### config.mk
export PLATFORM = sky130hd
export DESIGN_NAME = pgro_port
export DESIGN_NICKNAME = d
export VERILOG_FILES = /design/src/hw/pgro_pkg.sv /design/src/hw/pgro_port.sv
export SDC_FILE = /design/constraint.sdc
export NUM_CORES = 1
export LEC_CHECK = 0
export ABC_AREA = 0
export ABC_CLOCK_PERIOD_IN_PS = 1400
export BUFFER_PORTS_ARGS = -buffer_cell sky130_fd_sc_hd__buf_2
export CAP_MARGIN = 5
export CORE_MARGIN = 2
export CORE_UTILIZATION = 35
export DETAILED_ROUTE_END_ITERATION = 16
export PLACE_DENSITY = 0.71
export SKIP_CTS_REPAIR_TIMING = 1
export SYNTH_ARGS = -nofsm -noshare
export SYNTH_HDL_FRONTEND = slang
export SYNTH_SLANG_ARGS = --single-unit
### constraint.sdc
create_clock -name clk_i -period 1.4 [get_ports clk_i]
set_input_delay 0.14 -clock clk_i [delete_from_list [all_inputs] [get_ports clk_i]]
set_output_delay 0.14 -clock clk_i [all_outputs]
set_load 0.005 [all_outputs]
### src/hw/pgro_pkg.sv
// Shared constants for the port block with real-time output halves
package pgro_pkg;

  // Port geometry
  localparam int PORT_W = 8; // Pins in the port
  localparam int HALF_W = 4; // Pins in one real-time half
  localparam int ADDR_W = 8; // Byte address width on the bus
  localparam int DATA_W = 32; // Bus data width

  // Register byte offsets, one aligned word each
  localparam logic [7:0] OFS_PORT_DATA = 8'h00; // Output latch and pin view
  localparam logic [7:0] OFS_DIRECTION = 8'h04; // Direction, 1 means input
  localparam logic [7:0] OFS_RT_CTRL = 8'h08; // Real-time half enables
  localparam logic [7:0] OFS_LOW_BUF = 8'h0c; // Low half buffer
  localparam logic [7:0] OFS_HIGH_BUF = 8'h10; // High half buffer
  localparam logic [7:0] OFS_PULLUP = 8'h14; // Pull-up option

  // Field positions
  localparam int RT_LOW_BIT = 0; // Low half real-time enable
  localparam int RT_HIGH_BIT = 1; // High half real-time enable
  localparam int PULLUP_BIT = 0; // Port pull-up enable
  localparam int BE_LOW_LANE = 0; // Byte lane that carries every field

  // Reset values
  localparam logic [7:0] DIR_RESET = 8'hff; // All bits inputs
  localparam logic [7:0] LATCH_RESET = 8'h00; // Undefined, cleared here
  localparam logic [1:0] RT_CTRL_RESET = 2'h0; // Both halves plain port
  localparam logic [3:0] BUF_RESET = 4'h0; // Empty buffers
  localparam logic PULLUP_RESET = 1'b0; // Pull-ups off

  // Read answer for unmapped words
  localparam logic [31:0] UNMAPPED_READ = 32'h0000_0000;

endpackage : pgro_pkg

### src/hw/pgro_port.sv
// Contract
// - Eight bits, direction chosen per bit
// - Reset makes all bits high-impedance inputs
// - Halves act as two nibbles or one byte
// - Control register picks port or real-time per half
// - Real-time half drives latch ignoring direction
// - Real-time half ignores latch writes, reads latch
// - Output latch holds until next write
// - Port read returns pin level for inputs
// - Port write updates every non-real-time latch bit
// - Inputs undriven; latch driven once switched output
// - Input-bit latch hidden behind pin level
// - Software pull-up shared across input pins
// - Pull-up only on input bits when enabled
//
// Decided for this implementation: the register offsets and the Avalon-MM slave port.
`timescale 1ns/100ps
module pgro_port #(
  parameter int PORT_W = pgro_pkg::PORT_W, // Port width
  parameter int ADDR_W = pgro_pkg::ADDR_W // Bus address width
) (
  input wire logic clk_i, // 10 MHz system clock
  input wire logic reset_n_i, // Asynchronous reset, active low
  input wire logic [ADDR_W-1:0] address_i, // Avalon byte address
  input wire logic read_i, // Avalon read request
  input wire logic write_i, // Avalon write request
  input wire logic [3:0] byteenable_i, // Avalon byte enables
  input wire logic [31:0] writedata_i, // Avalon write data
  output logic [31:0] readdata_o, // Avalon read data, registered
  output logic waitrequest_o, // Avalon wait request
  input wire logic trigger_i, // Real-time output trigger pulse
  input wire logic [PORT_W-1:0] pin_i, // Pin levels, synchronous
  output logic [PORT_W-1:0] pin_o, // Value driven onto pins
  output logic [PORT_W-1:0] pin_oe_o, // Driver enable, high drives
  output logic [PORT_W-1:0] pullup_o // Pull-up connect per pin
);

  localparam int HALF_W = pgro_pkg::HALF_W; // Nibble width

  // Widen the two half enables into a per-pin mask
  function automatic logic [PORT_W-1:0] rt_mask(input logic [1:0] ctrl);
    logic [PORT_W-1:0] m;
    m = '0;
    for (int i = 0; i < PORT_W; i++) begin
      m[i] = (i < HALF_W) ? ctrl[pgro_pkg::RT_LOW_BIT]
                          : ctrl[pgro_pkg::RT_HIGH_BIT];
    end
    return m;
  endfunction : rt_mask

  // Stored state
  logic [PORT_W-1:0] latch_reg; // Output latch
  logic [PORT_W-1:0] direction_reg; // Port direction, 1 is input
  logic [1:0] rt_ctrl_reg; // Real-time enables, high and low
  logic [HALF_W-1:0] low_buf_reg; // Low half buffer
  logic [HALF_W-1:0] high_buf_reg; // High half buffer
  logic pullup_en_reg; // Port pull-up enable
  logic rd_done_reg; // Read answer ready this cycle
  logic [31:0] readdata_reg; // Captured read answer

  // Decoded strobes
  logic lane_ok; // Low byte lane enabled
  logic wr_data; // Write to the port data word
  logic wr_dir; // Write to the direction word
  logic wr_rt; // Write to the real-time control word
  logic wr_lbuf; // Write to the low buffer
  logic wr_hbuf; // Write to the high buffer
  logic wr_pull; // Write to the pull-up word
  logic [PORT_W-1:0] rt_bits; // Pins under real-time control
  logic [PORT_W-1:0] port_view; // What a port read sees
  logic [31:0] read_mux; // Selected read word

  assign rt_bits = rt_mask(rt_ctrl_reg);

  // Write decode, address chain
  always_comb begin
    lane_ok = byteenable_i[pgro_pkg::BE_LOW_LANE];
    wr_data = 1'b0;
    wr_dir = 1'b0;
    wr_rt = 1'b0;
    wr_lbuf = 1'b0;
    wr_hbuf = 1'b0;
    wr_pull = 1'b0;
    if (!(write_i && lane_ok)) begin
      // No write this cycle
    end else if (address_i == pgro_pkg::OFS_PORT_DATA) begin
      wr_data = 1'b1;
    end else if (address_i == pgro_pkg::OFS_DIRECTION) begin
      wr_dir = 1'b1;
    end else if (address_i == pgro_pkg::OFS_RT_CTRL) begin
      wr_rt = 1'b1;
    end else if (address_i == pgro_pkg::OFS_LOW_BUF) begin
      wr_lbuf = 1'b1;
    end else if (address_i == pgro_pkg::OFS_HIGH_BUF) begin
      wr_hbuf = 1'b1;
    end else if (address_i == pgro_pkg::OFS_PULLUP) begin
      wr_pull = 1'b1;
    end else begin
      // Unmapped writes are dropped
    end
  end

  // Port read view: pins for plain inputs, latch otherwise
  always_comb begin
    for (int i = 0; i < PORT_W; i++) begin
      // Real-time bits read their latch even with direction set
      port_view[i] = (direction_reg[i] && !rt_bits[i]) ? pin_i[i]
                                                       : latch_reg[i];
    end
  end

  // Output latch: writes, real-time lockout, trigger loads
  always_ff @(posedge clk_i or negedge reset_n_i) begin
    if (!reset_n_i) begin
      latch_reg <= pgro_pkg::LATCH_RESET;
    end else begin
      for (int i = 0; i < PORT_W; i++) begin
        if (rt_bits[i]) begin
          // Real-time bits change only on a trigger
          if (trigger_i) begin
            latch_reg[i] <= (i < HALF_W) ? low_buf_reg[i % HALF_W]
                                         : high_buf_reg[i % HALF_W];
          end
          // Software writes ignored here
        end else if (wr_data) begin
          // All plain bits take the write, inputs too
          latch_reg[i] <= writedata_i[i];
        end
        // Otherwise the value is held
      end
    end
  end

  // Direction register, inputs after reset
  always_ff @(posedge clk_i or negedge reset_n_i) begin
    if (!reset_n_i) begin
      direction_reg <= pgro_pkg::DIR_RESET;
    end else if (wr_dir) begin
      direction_reg <= writedata_i[PORT_W-1:0];
    end
  end

  // Real-time control register
  always_ff @(posedge clk_i or negedge reset_n_i) begin
    if (!reset_n_i) begin
      rt_ctrl_reg <= pgro_pkg::RT_CTRL_RESET;
    end else if (wr_rt) begin
      // Both bits set gives one byte-wide group
      rt_ctrl_reg <= {writedata_i[pgro_pkg::RT_HIGH_BIT],
                      writedata_i[pgro_pkg::RT_LOW_BIT]};
    end
  end

  // Buffer registers, loaded freely by software
  always_ff @(posedge clk_i or negedge reset_n_i) begin
    if (!reset_n_i) begin
      low_buf_reg <= pgro_pkg::BUF_RESET;
      high_buf_reg <= pgro_pkg::BUF_RESET;
    end else begin
      if (wr_lbuf) begin
        low_buf_reg <= writedata_i[HALF_W-1:0];
      end
      if (wr_hbuf) begin
        high_buf_reg <= writedata_i[HALF_W-1:0];
      end
    end
  end

  // Pull-up option register
  always_ff @(posedge clk_i or negedge reset_n_i) begin
    if (!reset_n_i) begin
      pullup_en_reg <= pgro_pkg::PULLUP_RESET;
    end else if (wr_pull) begin
      pullup_en_reg <= writedata_i[pgro_pkg::PULLUP_BIT];
    end
  end

  // Pin drive: real-time halves force drivers on
  always_comb begin
    pin_o = latch_reg; // Latch always presented, enables gate it
    pin_oe_o = rt_bits | ~direction_reg;
    // One enable bit serves the whole port
    pullup_o = pullup_en_reg ? direction_reg : '0;
  end

  // Read mux, address chain
  always_comb begin
    read_mux = pgro_pkg::UNMAPPED_READ;
    if (address_i == pgro_pkg::OFS_PORT_DATA) begin
      read_mux[PORT_W-1:0] = port_view;
    end else if (address_i == pgro_pkg::OFS_DIRECTION) begin
      read_mux[PORT_W-1:0] = direction_reg;
    end else if (address_i == pgro_pkg::OFS_RT_CTRL) begin
      read_mux[1:0] = rt_ctrl_reg;
    end else if (address_i == pgro_pkg::OFS_LOW_BUF) begin
      read_mux[HALF_W-1:0] = low_buf_reg;
    end else if (address_i == pgro_pkg::OFS_HIGH_BUF) begin
      read_mux[HALF_W-1:0] = high_buf_reg;
    end else if (address_i == pgro_pkg::OFS_PULLUP) begin
      read_mux[pgro_pkg::PULLUP_BIT] = pullup_en_reg;
    end else begin
      read_mux = pgro_pkg::UNMAPPED_READ;
    end
  end

  // Read handshake: one wait cycle so the answer comes from a flop
  always_ff @(posedge clk_i or negedge reset_n_i) begin
    if (!reset_n_i) begin
      rd_done_reg <= 1'b0;
      readdata_reg <= pgro_pkg::UNMAPPED_READ;
    end else if (read_i && !rd_done_reg) begin
      // Pin levels are sampled here, one cycle before the answer
      rd_done_reg <= 1'b1;
      readdata_reg <= read_mux;
    end else begin
      rd_done_reg <= 1'b0;
    end
  end

  // Writes finish at once; reads wait one cycle
  assign waitrequest_o = read_i && !rd_done_reg;
  assign readdata_o = readdata_reg;

  // Checks

  // Plain bits drive exactly when set as outputs
  oe_follows_dir_a: assert property (
    @(posedge clk_i) disable iff (!reset_n_i)
    ((pin_oe_o & ~rt_bits) == (~direction_reg & ~rt_bits)))
    else $error("Driver enable does not follow direction");

  // Real-time halves drive the latch no matter the direction
  rt_drive_a: assert property (
    @(posedge clk_i) disable iff (!reset_n_i)
    ((pin_oe_o & rt_bits) == rt_bits) && (pin_o == latch_reg))
    else $error("Real-time half is not driving its latch");

  // Software write leaves real-time bits alone without a trigger
  rt_write_lock_a: assert property (
    @(posedge clk_i) disable iff (!reset_n_i)
    (wr_data && !trigger_i && (rt_bits != '0) && !wr_rt)
    |=> ((latch_reg & $past(rt_bits)) ==
         ($past(latch_reg) & $past(rt_bits))))
    else $error("Latch write reached a real-time bit");

  // Latch holds steady while nothing writes or triggers
  latch_hold_a: assert property (
    @(posedge clk_i) disable iff (!reset_n_i)
    (!wr_data && !trigger_i) [*2] |-> $stable(latch_reg))
    else $error("Output latch changed without a write");

  // A port write lands on inputs and outputs alike
  write_all_a: assert property (
    @(posedge clk_i) disable iff (!reset_n_i)
    (wr_data && (rt_bits == '0))
    |=> (latch_reg == $past(writedata_i[PORT_W-1:0])))
    else $error("Port write missed some latch bits");

  // Port read answer carries pins for plain inputs
  read_pins_a: assert property (
    @(posedge clk_i) disable iff (!reset_n_i)
    (read_i && !rd_done_reg && (address_i == pgro_pkg::OFS_PORT_DATA))
    |=> !waitrequest_o &&
        (readdata_o[PORT_W-1:0] == $past(port_view)) &&
        ((readdata_o[PORT_W-1:0] & $past(direction_reg & ~rt_bits)) ==
         ($past(pin_i) & $past(direction_reg & ~rt_bits))))
    else $error("Port read did not return pin levels");

  // Pull-ups only on input pins and only when enabled
  pullup_sel_a: assert property (
    @(posedge clk_i) disable iff (!reset_n_i)
    (pullup_o == (pullup_en_reg ? direction_reg : '0)) &&
    ((pullup_o & pin_oe_o & ~rt_bits) == '0))
    else $error("Pull-up connected on a wrong pin");

  // Trigger loads both buffers when both halves run real-time
  trigger_load_a: assert property (
    @(posedge clk_i) disable iff (!reset_n_i)
    (trigger_i && (rt_ctrl_reg == 2'h3) && !wr_rt)
    |=> (latch_reg == $past({high_buf_reg, low_buf_reg})))
    else $error("Trigger did not copy the buffers");

  // Direction stays all-input until software writes it
  dir_reset_a: assert property (
    @(posedge clk_i) disable iff (!reset_n_i)
    ($past(direction_reg) == pgro_pkg::DIR_RESET) && !$past(wr_dir)
    |-> (direction_reg == pgro_pkg::DIR_RESET))
    else $error("Direction left all-input without a write");

  // Low half enable alone controls only the low nibble
  half_split_a: assert property (
    @(posedge clk_i) disable iff (!reset_n_i)
    (rt_ctrl_reg == 2'h1) |-> (rt_bits == {{HALF_W{1'b0}}, {HALF_W{1'b1}}}))
    else $error("Low half enable leaked into high half");

  // Read waits at most one cycle
  read_bound_a: assert property (
    @(posedge clk_i) disable iff (!reset_n_i)
    read_i |-> ##[0:1] !waitrequest_o)
    else $error("Read answer took too long");

  // Trigger copies the low buffer into a real-time low half
  rt_low_load_a: assert property (
    @(posedge clk_i) disable iff (!reset_n_i)
    (trigger_i && rt_ctrl_reg[pgro_pkg::RT_LOW_BIT])
    |=> (latch_reg[HALF_W-1:0] == $past(low_buf_reg)))
    else $error("Low buffer did not reach the latch");

  // Trigger copies the high buffer into a real-time high half
  rt_high_load_a: assert property (
    @(posedge clk_i) disable iff (!reset_n_i)
    (trigger_i && rt_ctrl_reg[pgro_pkg::RT_HIGH_BIT])
    |=> (latch_reg[PORT_W-1:HALF_W] == $past(high_buf_reg)))
    else $error("High buffer did not reach the latch");

  // Trigger leaves plain bits alone; only writes move them
  plain_trigger_hold_a: assert property (
    @(posedge clk_i) disable iff (!reset_n_i)
    (trigger_i && !wr_data)
    |=> ((latch_reg & ~$past(rt_bits)) ==
         ($past(latch_reg) & ~$past(rt_bits))))
    else $error("Trigger disturbed a plain latch bit");

  // Real-time bits read back their latch, not the pins
  rt_read_latch_a: assert property (
    @(posedge clk_i) disable iff (!reset_n_i)
    (read_i && !rd_done_reg && (address_i == pgro_pkg::OFS_PORT_DATA))
    |=> ((readdata_o[PORT_W-1:0] & $past(rt_bits)) ==
         ($past(latch_reg) & $past(rt_bits))))
    else $error("Real-time bit read did not return its latch");

  // Direction word lands whole, one bit per pin
  dir_write_a: assert property (
    @(posedge clk_i) disable iff (!reset_n_i)
    wr_dir |=> (direction_reg == $past(writedata_i[PORT_W-1:0])))
    else $error("Direction write did not land");

  // Writes complete in the cycle they are offered
  write_nowait_a: assert property (
    @(posedge clk_i) disable iff (!reset_n_i)
    write_i |-> !waitrequest_o)
    else $error("Write was held by wait request");

endmodule : pgro_port

# == Word-level counts from Yosys, hierarchy flattened ==
# Index checks and enable logic that the tools add are counted.
# Widths: inputs -> output; s select.
# op_classes
n_addsub,0
n_mul,0
div,0
magnitude_cmp,0
n_eq_ne,7
shift,0
mux,69
bitwise_logic,2
reduce_logical,18
# ops
operator,n
$mux 1,61
$mux 24,1
$mux 8,3
$eq 8x4->1 const B,2
$eq 8x5->1 const B,2
$logic_and 1x1->1,10
$eq 8x3->1 const B,1
$logic_not 8->1,1
$mux 4,2
$not 8->8,1
$or 8x8->8,1
$mux 2,2
$ne 2x2->1 const B,2
$reduce_and 2->1,2
$reduce_bool 2->1,2
$logic_not 1->1,3
# totals
ff_bits,60
latch_bits,0
ramBits,0
mem_bits_ro,0
input_bits,57
output_inout_bits,57
wordCells,105
mem_count,0

# == Longest topological paths before layout ==
# Gate-level depths: netlist (run 1).
# depth
ltp_word,8
mapped_depth,6
depth_no_buf,4

# == Worst setup path before layout (run 1) ==
# OpenSTA, ideal clock, no wires.
# synth_path
path_type,input -> register
start,input address_i[2]
end,"register latch_reg[0], in the netlist pin_o[0]"
setup_time_ps,125
arrival_time_ps,1673
required_time_ps,1275
path_slack_ps,-398
stages,5
n_path_buf,1
cell_sequence,buf_2 > or4_4 > or3_4 > o31ai_4 > mux2_2
# synth_via
elab_chain_len,5
# synth_rtl
element,line_no,rtl
from (decl),pgro_port.sv:24,"input wire logic [ADDR_W-1:0] address_i,"
$logic_not 8->1,pgro_port.sv:86,end else if (address_i == pgro_pkg::OFS_PORT_DATA) begin
$mux 1,pgro_port.sv:86,
$mux 1,pgro_port.sv:84,if (!(write_i && lane_ok)) begin
$reduce_bool 2->1 (no source line),--,
$reduce_and 2->1 (no source line),--,
to (signal assigned),pgro_port.sv:115,latch_reg <= pgro_pkg::LATCH_RESET;
"to (signal, indexed assignment)",pgro_port.sv:121,latch_reg[i] <= (i < HALF_W) ? low_buf_reg[i % HALF_W]
"to (signal, indexed assignment)",pgro_port.sv:127,latch_reg[i] <= writedata_i[i];
to (decl),pgro_port.sv:52,logic [PORT_W-1:0] latch_reg;
# Every way passes these cells.
# A chain may end at the register's enable or synchronous reset.

# == Final worst setup path (run 1) ==
# layout_path
start,input address_i[1]
end,"register latch_reg[2], in the netlist pin_o[2]"
# The elaborated chain is that of the path after synthesis.

==> results of run 1 <==
power breakdown:
part	switching, µW	internal (µW)	total, µW	leakage, µW
registers	54.8	1110	1170	0.000432
logic	232	233	464	0.000942
clock network	378	529	907	0.0000552
worst min-delay path by stage:
stage | start | end | depth (start not counted) | slack (ns)
after floorplan | reset_n_i | high_buf_reg[0] | 0 | -0.16
after global placement | reset_n_i | pullup_en_reg | 1 | 0.10
after detailed placement | reset_n_i | pullup_en_reg | 1 | 0.11
after CTS | reset_n_i | pullup_en_reg | 1 | -0.20
after global routing | writedata_i[7] | direction_reg[7] | 2 | 0.08
final | writedata_i[7] | direction_reg[7] | 2 | 0.09
cell usage in the layout (no fill, tap or decap), types with 4 or more instances in the layout:
master	synthesis	final
mux2_4	0	12
mux2_2	27	15
dfstp_2	8	8
clkbuf_8	0	5
nor2b_1	7	7
nand2b_1	10	7
and2_1	8	8
nor2_1	6	6
conb_1	1	24
buf_4	24	22
o22ai_1	7	7
mux2i_1	9	9
buf_6	0	10
nand3_1	4	4
o21ai_0	6	6
dfrtp_1	28	26
inv_1	10	10
o31ai_1	6	5
nand2_1	15	15
a2bb2oi_1	4	4
buf_2	1	59
area by class of cell:
class                   instances  area [µm²]  area share
clock inverters                 2        35.0      0.0117
flip-flops and latches         36         913       0.305
inverters                      10        37.5      0.0125
multi-input cells             158        1220       0.407
well taps                      75        93.8      0.0313
repair buffers                 94         623       0.208
clock buffers                   6        72.6      0.0242
kinds of logic after synthesis:
family / after synthesis
buffers and inverters: 42
AO/OA/AOI/OAI: 33
other: 1
flip-flops: 36
AND/OR/NAND/NOR: 65
multiplexers: 36
metal layers:
layer / wire (µm) / vias to the layer above
li1: - / 880
met1: 2430 / 871
met5: 0 / -
met2: 2830 / 67
met4: 72 / 0
met3: 321 / 6
metrics by stage:
step                std cells  cell area (µm²)  utilization  hold slack, ns
finish                    381             3000        0.500          0.0917
global route              381             3000        0.500          0.0842
CTS                       378             2880        0.480          -0.201
detailed placement        370             2770        0.462           0.110
global placement          370             2770        0.462           0.102
floorplan                 236             2340            -          -0.156
worst register-to-register path: stages, from the launching register on:
cell	delay [ns]
dfrtp_2	0.48
buf_4	0.17
o31ai_4	0.33
mux2_2	0.39
==> flow_summary.yaml, run 1 <==
synth:
  synth_cells: 213
  synth-main-ff-cell: "dfrtp_1"
  synthTopCellsByCount: "dfrtp_1, mux2_2, buf_4"
  synth.area.top_cells: "dfrtp_1, mux2_2, dfstp_2, buf_4, mux2i_1"
  syn_area_per_cell_um2: 10.3
  synth_simple_gate_area_frac: 0.175
  synth-xor-area-share: 0
  synth_fa_ha_area_frac: 0
  ys_ff_latch: 36
  yosysTopAreaCell: "dfrtp_1"
  synth.area.mux_share: 0.180
  seq_area_frac_synth: 0.416
  async_reset_ff_frac: 1.00
  synth_top_family_by_area: "multiplexers"
  synth_warnings: 0
  synth_area_mm2: 0.00219
  synth-compound-area-share: 0.114
  yosys.cell_types.count: 35
  synth_top_area_frac: 0.320
  post-synth-top-count-cell: "dfrtp_1"
  synth-edff-count: 0
critical_path:
  critPathMaxStageDelay_ns: 0.52
  critical_path_depth: 5
  crit_family: "simple AND/OR/NAND/NOR gates"
  crit_path_end_kind: "register"
  worstPathRequired_ns: 1.58
  cp_max_fo: 4
  cp_slowest_cell: "or4_4"
  cp.arrival_ns: 1.81
  cp_cell_sequence: "buf_6 -> or4_4 -> or3_4 -> o31ai_4 -> mux2_2"
  reg2reg_slack_ns: -0.08
  cp-start-kind: "input pin"
  cp-startpoint: "address_i[1]"
  crit_type: "in2reg"
  crit_end: "pin_o[2]"
  critPathBufInv: 1
  r2r_cells: 3
  reg2reg_from: "rt_ctrl_reg[0]"
  r2r_end: "pin_o[2]"
run_status:
  violations: "setup timing"
  status: "finished with violations"
routing:
  initialDrtViolationCount: 99
  drc: 0
  antenna_left: 0
  routed_via_density: 4.79
  vias: 1824
  routed_wl_um: 5660
  wl_per_cell_um: 14.8
  drt_first_pass_iters: 4
timing:
  setup_ws_ns: -0.233
  skew_ns: 0.0107
  slew_violations: 0
  rsz0062_at_grt: "true"
  fmax_mhz: 612
  hold_viol: 0
  fin_tns_setup_ns: -2.30
  period_share: 1.17
  setup_viol: 23
  min_period_ns: 1.63
grt:
  antenna_found_initial: 0
  grt_pass1_vias: 1784
  met2_usage: 0.274
  met1_usage: 0.205
  grt_max_degree: 26
  use_met3: 0.0378
  grt_overflow: 0
  gr-max-usage-layer: "met2"
  grt_usage: 0.161
  grt_pass1_wl_um: 8890
power:
  power.static_leakage_uw: 0.00143
  pwr_density_cell_mw_per_mm2: 848
  power_uw: 2540
  ir_worst_vdd_mv: 0.429
floorplanning:
  core_area_mm2: 0.00599
  io-pin-count: 114
  die_h_um: 83.1
  dieArea_mm2: 0.00690
  start_util: 0.365
  fp.dieW_um: 83.1
  rows: 28
placement:
  hpwl_um: 4450
  finalWeightedCongestion: 0.878
  portBuffers: 62
  post-place-ws_ns: -0.551
final_layout:
  drive_above_1_share: 0.500
  final_nets: 362
  fillers: 576
  synthToLayoutAreaGrowth_pct: 36.8
  antenna_cells: 0
clocking:
  cts_sinks: 36
  clkTransAtPathRegs_ns: 0.08
  root_buffer: "clkbuf_8"
  tritoncts: "yes"
  clock_latency_ns: 0.29
  cts_made_buffers: 5
  clock_path_buffers: 2
  cts_htree_levels: 2
run:
  maxCapViolCount: 0
hold_path:
  holdCritPathClass: "in2reg"
No activity file was read; power rests on OpenSTA's default activity.
==> inputs of run 2 (changes only) <==
--- a/constraint.sdc
+++ b/constraint.sdc
@@ -3,2 +3,2 @@
 set_output_delay 0.14 -clock clk_i [all_outputs]
-set_load 0.005 [all_outputs]
+set_load 0.05 [all_outputs]
==> run 2 against run 1 <==
Compared with the run above: setup slack improved by 0.019 ns; clock power fell by 14%; register-to-register slack got worse by 0.07 ns; hold slack got worse by 0.0051 ns; design area rose by 0.13%; core utilization rose by 0.063 points; largest power group unchanged; cell count fell by 0.52%; fmax rose by 1.2%; power rose by 7.5%; clock-buffer cell count rose by 1; the flow still finishes with violations (setup timing).
==> flow_summary.yaml, run 2 (synthesis gave the netlist of run 1 again) <==
run_status:
  status: "finished with violations"
  violations: "setup timing"
final_layout:
  mostFrequentLayoutCells: "buf_2, dfrtp_1, conb_1"
  layout_commonest_cell: "buf_2"
  synthToLayoutAreaGrowth_pct: 37.0
  final_util: 0.501
  antenna_cells: 0
  drive_above_1_share: 0.510
  fillers: 571
  fin_cells: 379
  final_nets: 360
  fin_area_mm2: 0.00300
floorplanning:
  io-pin-count: 114
  fp.dieW_um: 83.1
  dieArea_mm2: 0.00690
  rows: 28
  start_util: 0.365
  core_area_mm2: 0.00599
  die_h_um: 83.1
grt:
  grt_max_degree: 26
  grt_pass1_vias: 1840
  antenna_found_initial: 0
  grt_pass1_wl_um: 9160
  grt_overflow: 0
  grt_usage: 0.166
clocking:
  cts_made_buffers: 5
  cts_sinks: 36
  clkTransAtPathRegs_ns: 0.08
  tritoncts: "yes"
  clock_latency_ns: 0.30
  clock_path_buffers: 2
  cts_htree_levels: 2
  root_buffer: "clkbuf_8"
placement:
  finalWeightedCongestion: 0.881
  hpwl_um: 4400
  dp_cells: 368
  place_area_mm2: 0.00279
  portBuffers: 62
  post-place-ws_ns: -0.542
power:
  p_seq_frac: 0.428
  ir_worst_vdd_mv: 0.508
  power.static_leakage_uw: 0.00141
  p_comb_frac: 0.287
  power_uw: 2730
  p_int_uw: 1740
  pwr-share-clk: 0.286
  swShare: 0.361
  pwr_density_cell_mw_per_mm2: 910
  p_switching_uw: 986
critical_path:
  cp-start-kind: "input pin"
  critPathBufInv: 1
  critPathMaxStageDelay_ns: 0.52
  crit_type: "in2reg"
  worstPathRequired_ns: 1.58
  crit_family: "simple AND/OR/NAND/NOR gates"
  crit_path_end_kind: "register"
  cp_slowest_cell: "or4_4"
  cp.arrival_ns: 1.79
  cp_max_fo: 4
  cp_cell_sequence: "buf_6 -> or4_4 -> or3_4 -> o31ai_4 -> mux2_2"
routing:
  routed_via_density: 4.82
  routed_wl_um: 5570
  antenna_left: 0
  initialDrtViolationCount: 60
  drt_first_pass_iters: 4
  drc: 0
  wl_per_cell_um: 14.7
  vias: 1826
hold_path:
  holdCritPathClass: "in2reg"
timing:
  setup_ws_ns: -0.214
  min_period_ns: 1.61
  slew_violations: 0
  rsz0062_at_grt: "true"
  period_share: 1.15
  hold_viol: 0
  skew_ns: 0.00724
  fmax_mhz: 620
  setup_viol: 22
run:
  maxCapViolCount: 0
-- run 2: layer usage --
layer	wire, µm	global-route usage	up-vias
met3	291	0.0417	9
met2	2670	0.266	69
met5	0	0	-
met4	90	0.0492	0
li1	-	-	877
met1	2520	0.222	871
-- run 2: through the flow --
step	hold slack, ns	setup TNS (ns)
2_1_floorplan	-0.156	-3.98
3_3_place_gp	0.0926	-11.08
3_5_place_dp	0.0970	-11.58
4_1_cts	-0.225	-2.88
5_1_grt	0.0756	-3.28
6_report	0.0866	-2.27
-- run 2: worst paths after layout --
path / start / to / slack [ns] / cells after the start
worst max-delay path: address_i[1] / pin_o[0] / -0.21 / 5
worst min-delay path: writedata_i[6] / direction_reg[6] / 0.09 / 2
worst max register to register: rt_ctrl_reg[0] / readdata_o[0] / -0.15 / 4
worst min register to register: readdata_o[6] / readdata_o[6] / 0.47 / 2
max in group asynchronous: reset_n_i / direction_reg[1] / 0.57 / 3
min in group asynchronous: reset_n_i / pullup_en_reg / 0.30 / 2
-- run 2: layout make-up --
cell class              instances  area, µm²  area share
inverters                      10       37.5      0.0125
multi-input cells             158       1230       0.411
repair buffers                 92        629       0.210
well taps                      75       93.8      0.0313
clock inverters                 1       7.51     0.00250
clock buffers                   7       86.3      0.0288
flip-flops and latches         36        913       0.305
-- run 2: power groups by stage --
stage               Combinational (µW)  Sequential [µW]  Clock, µW
global placement                   763             1180          0
CTS                                771             1170        794
finish                             782             1170        779
detailed placement                 770             1180          0
global route                       834             1180        847
floorplan                          431             1340          0
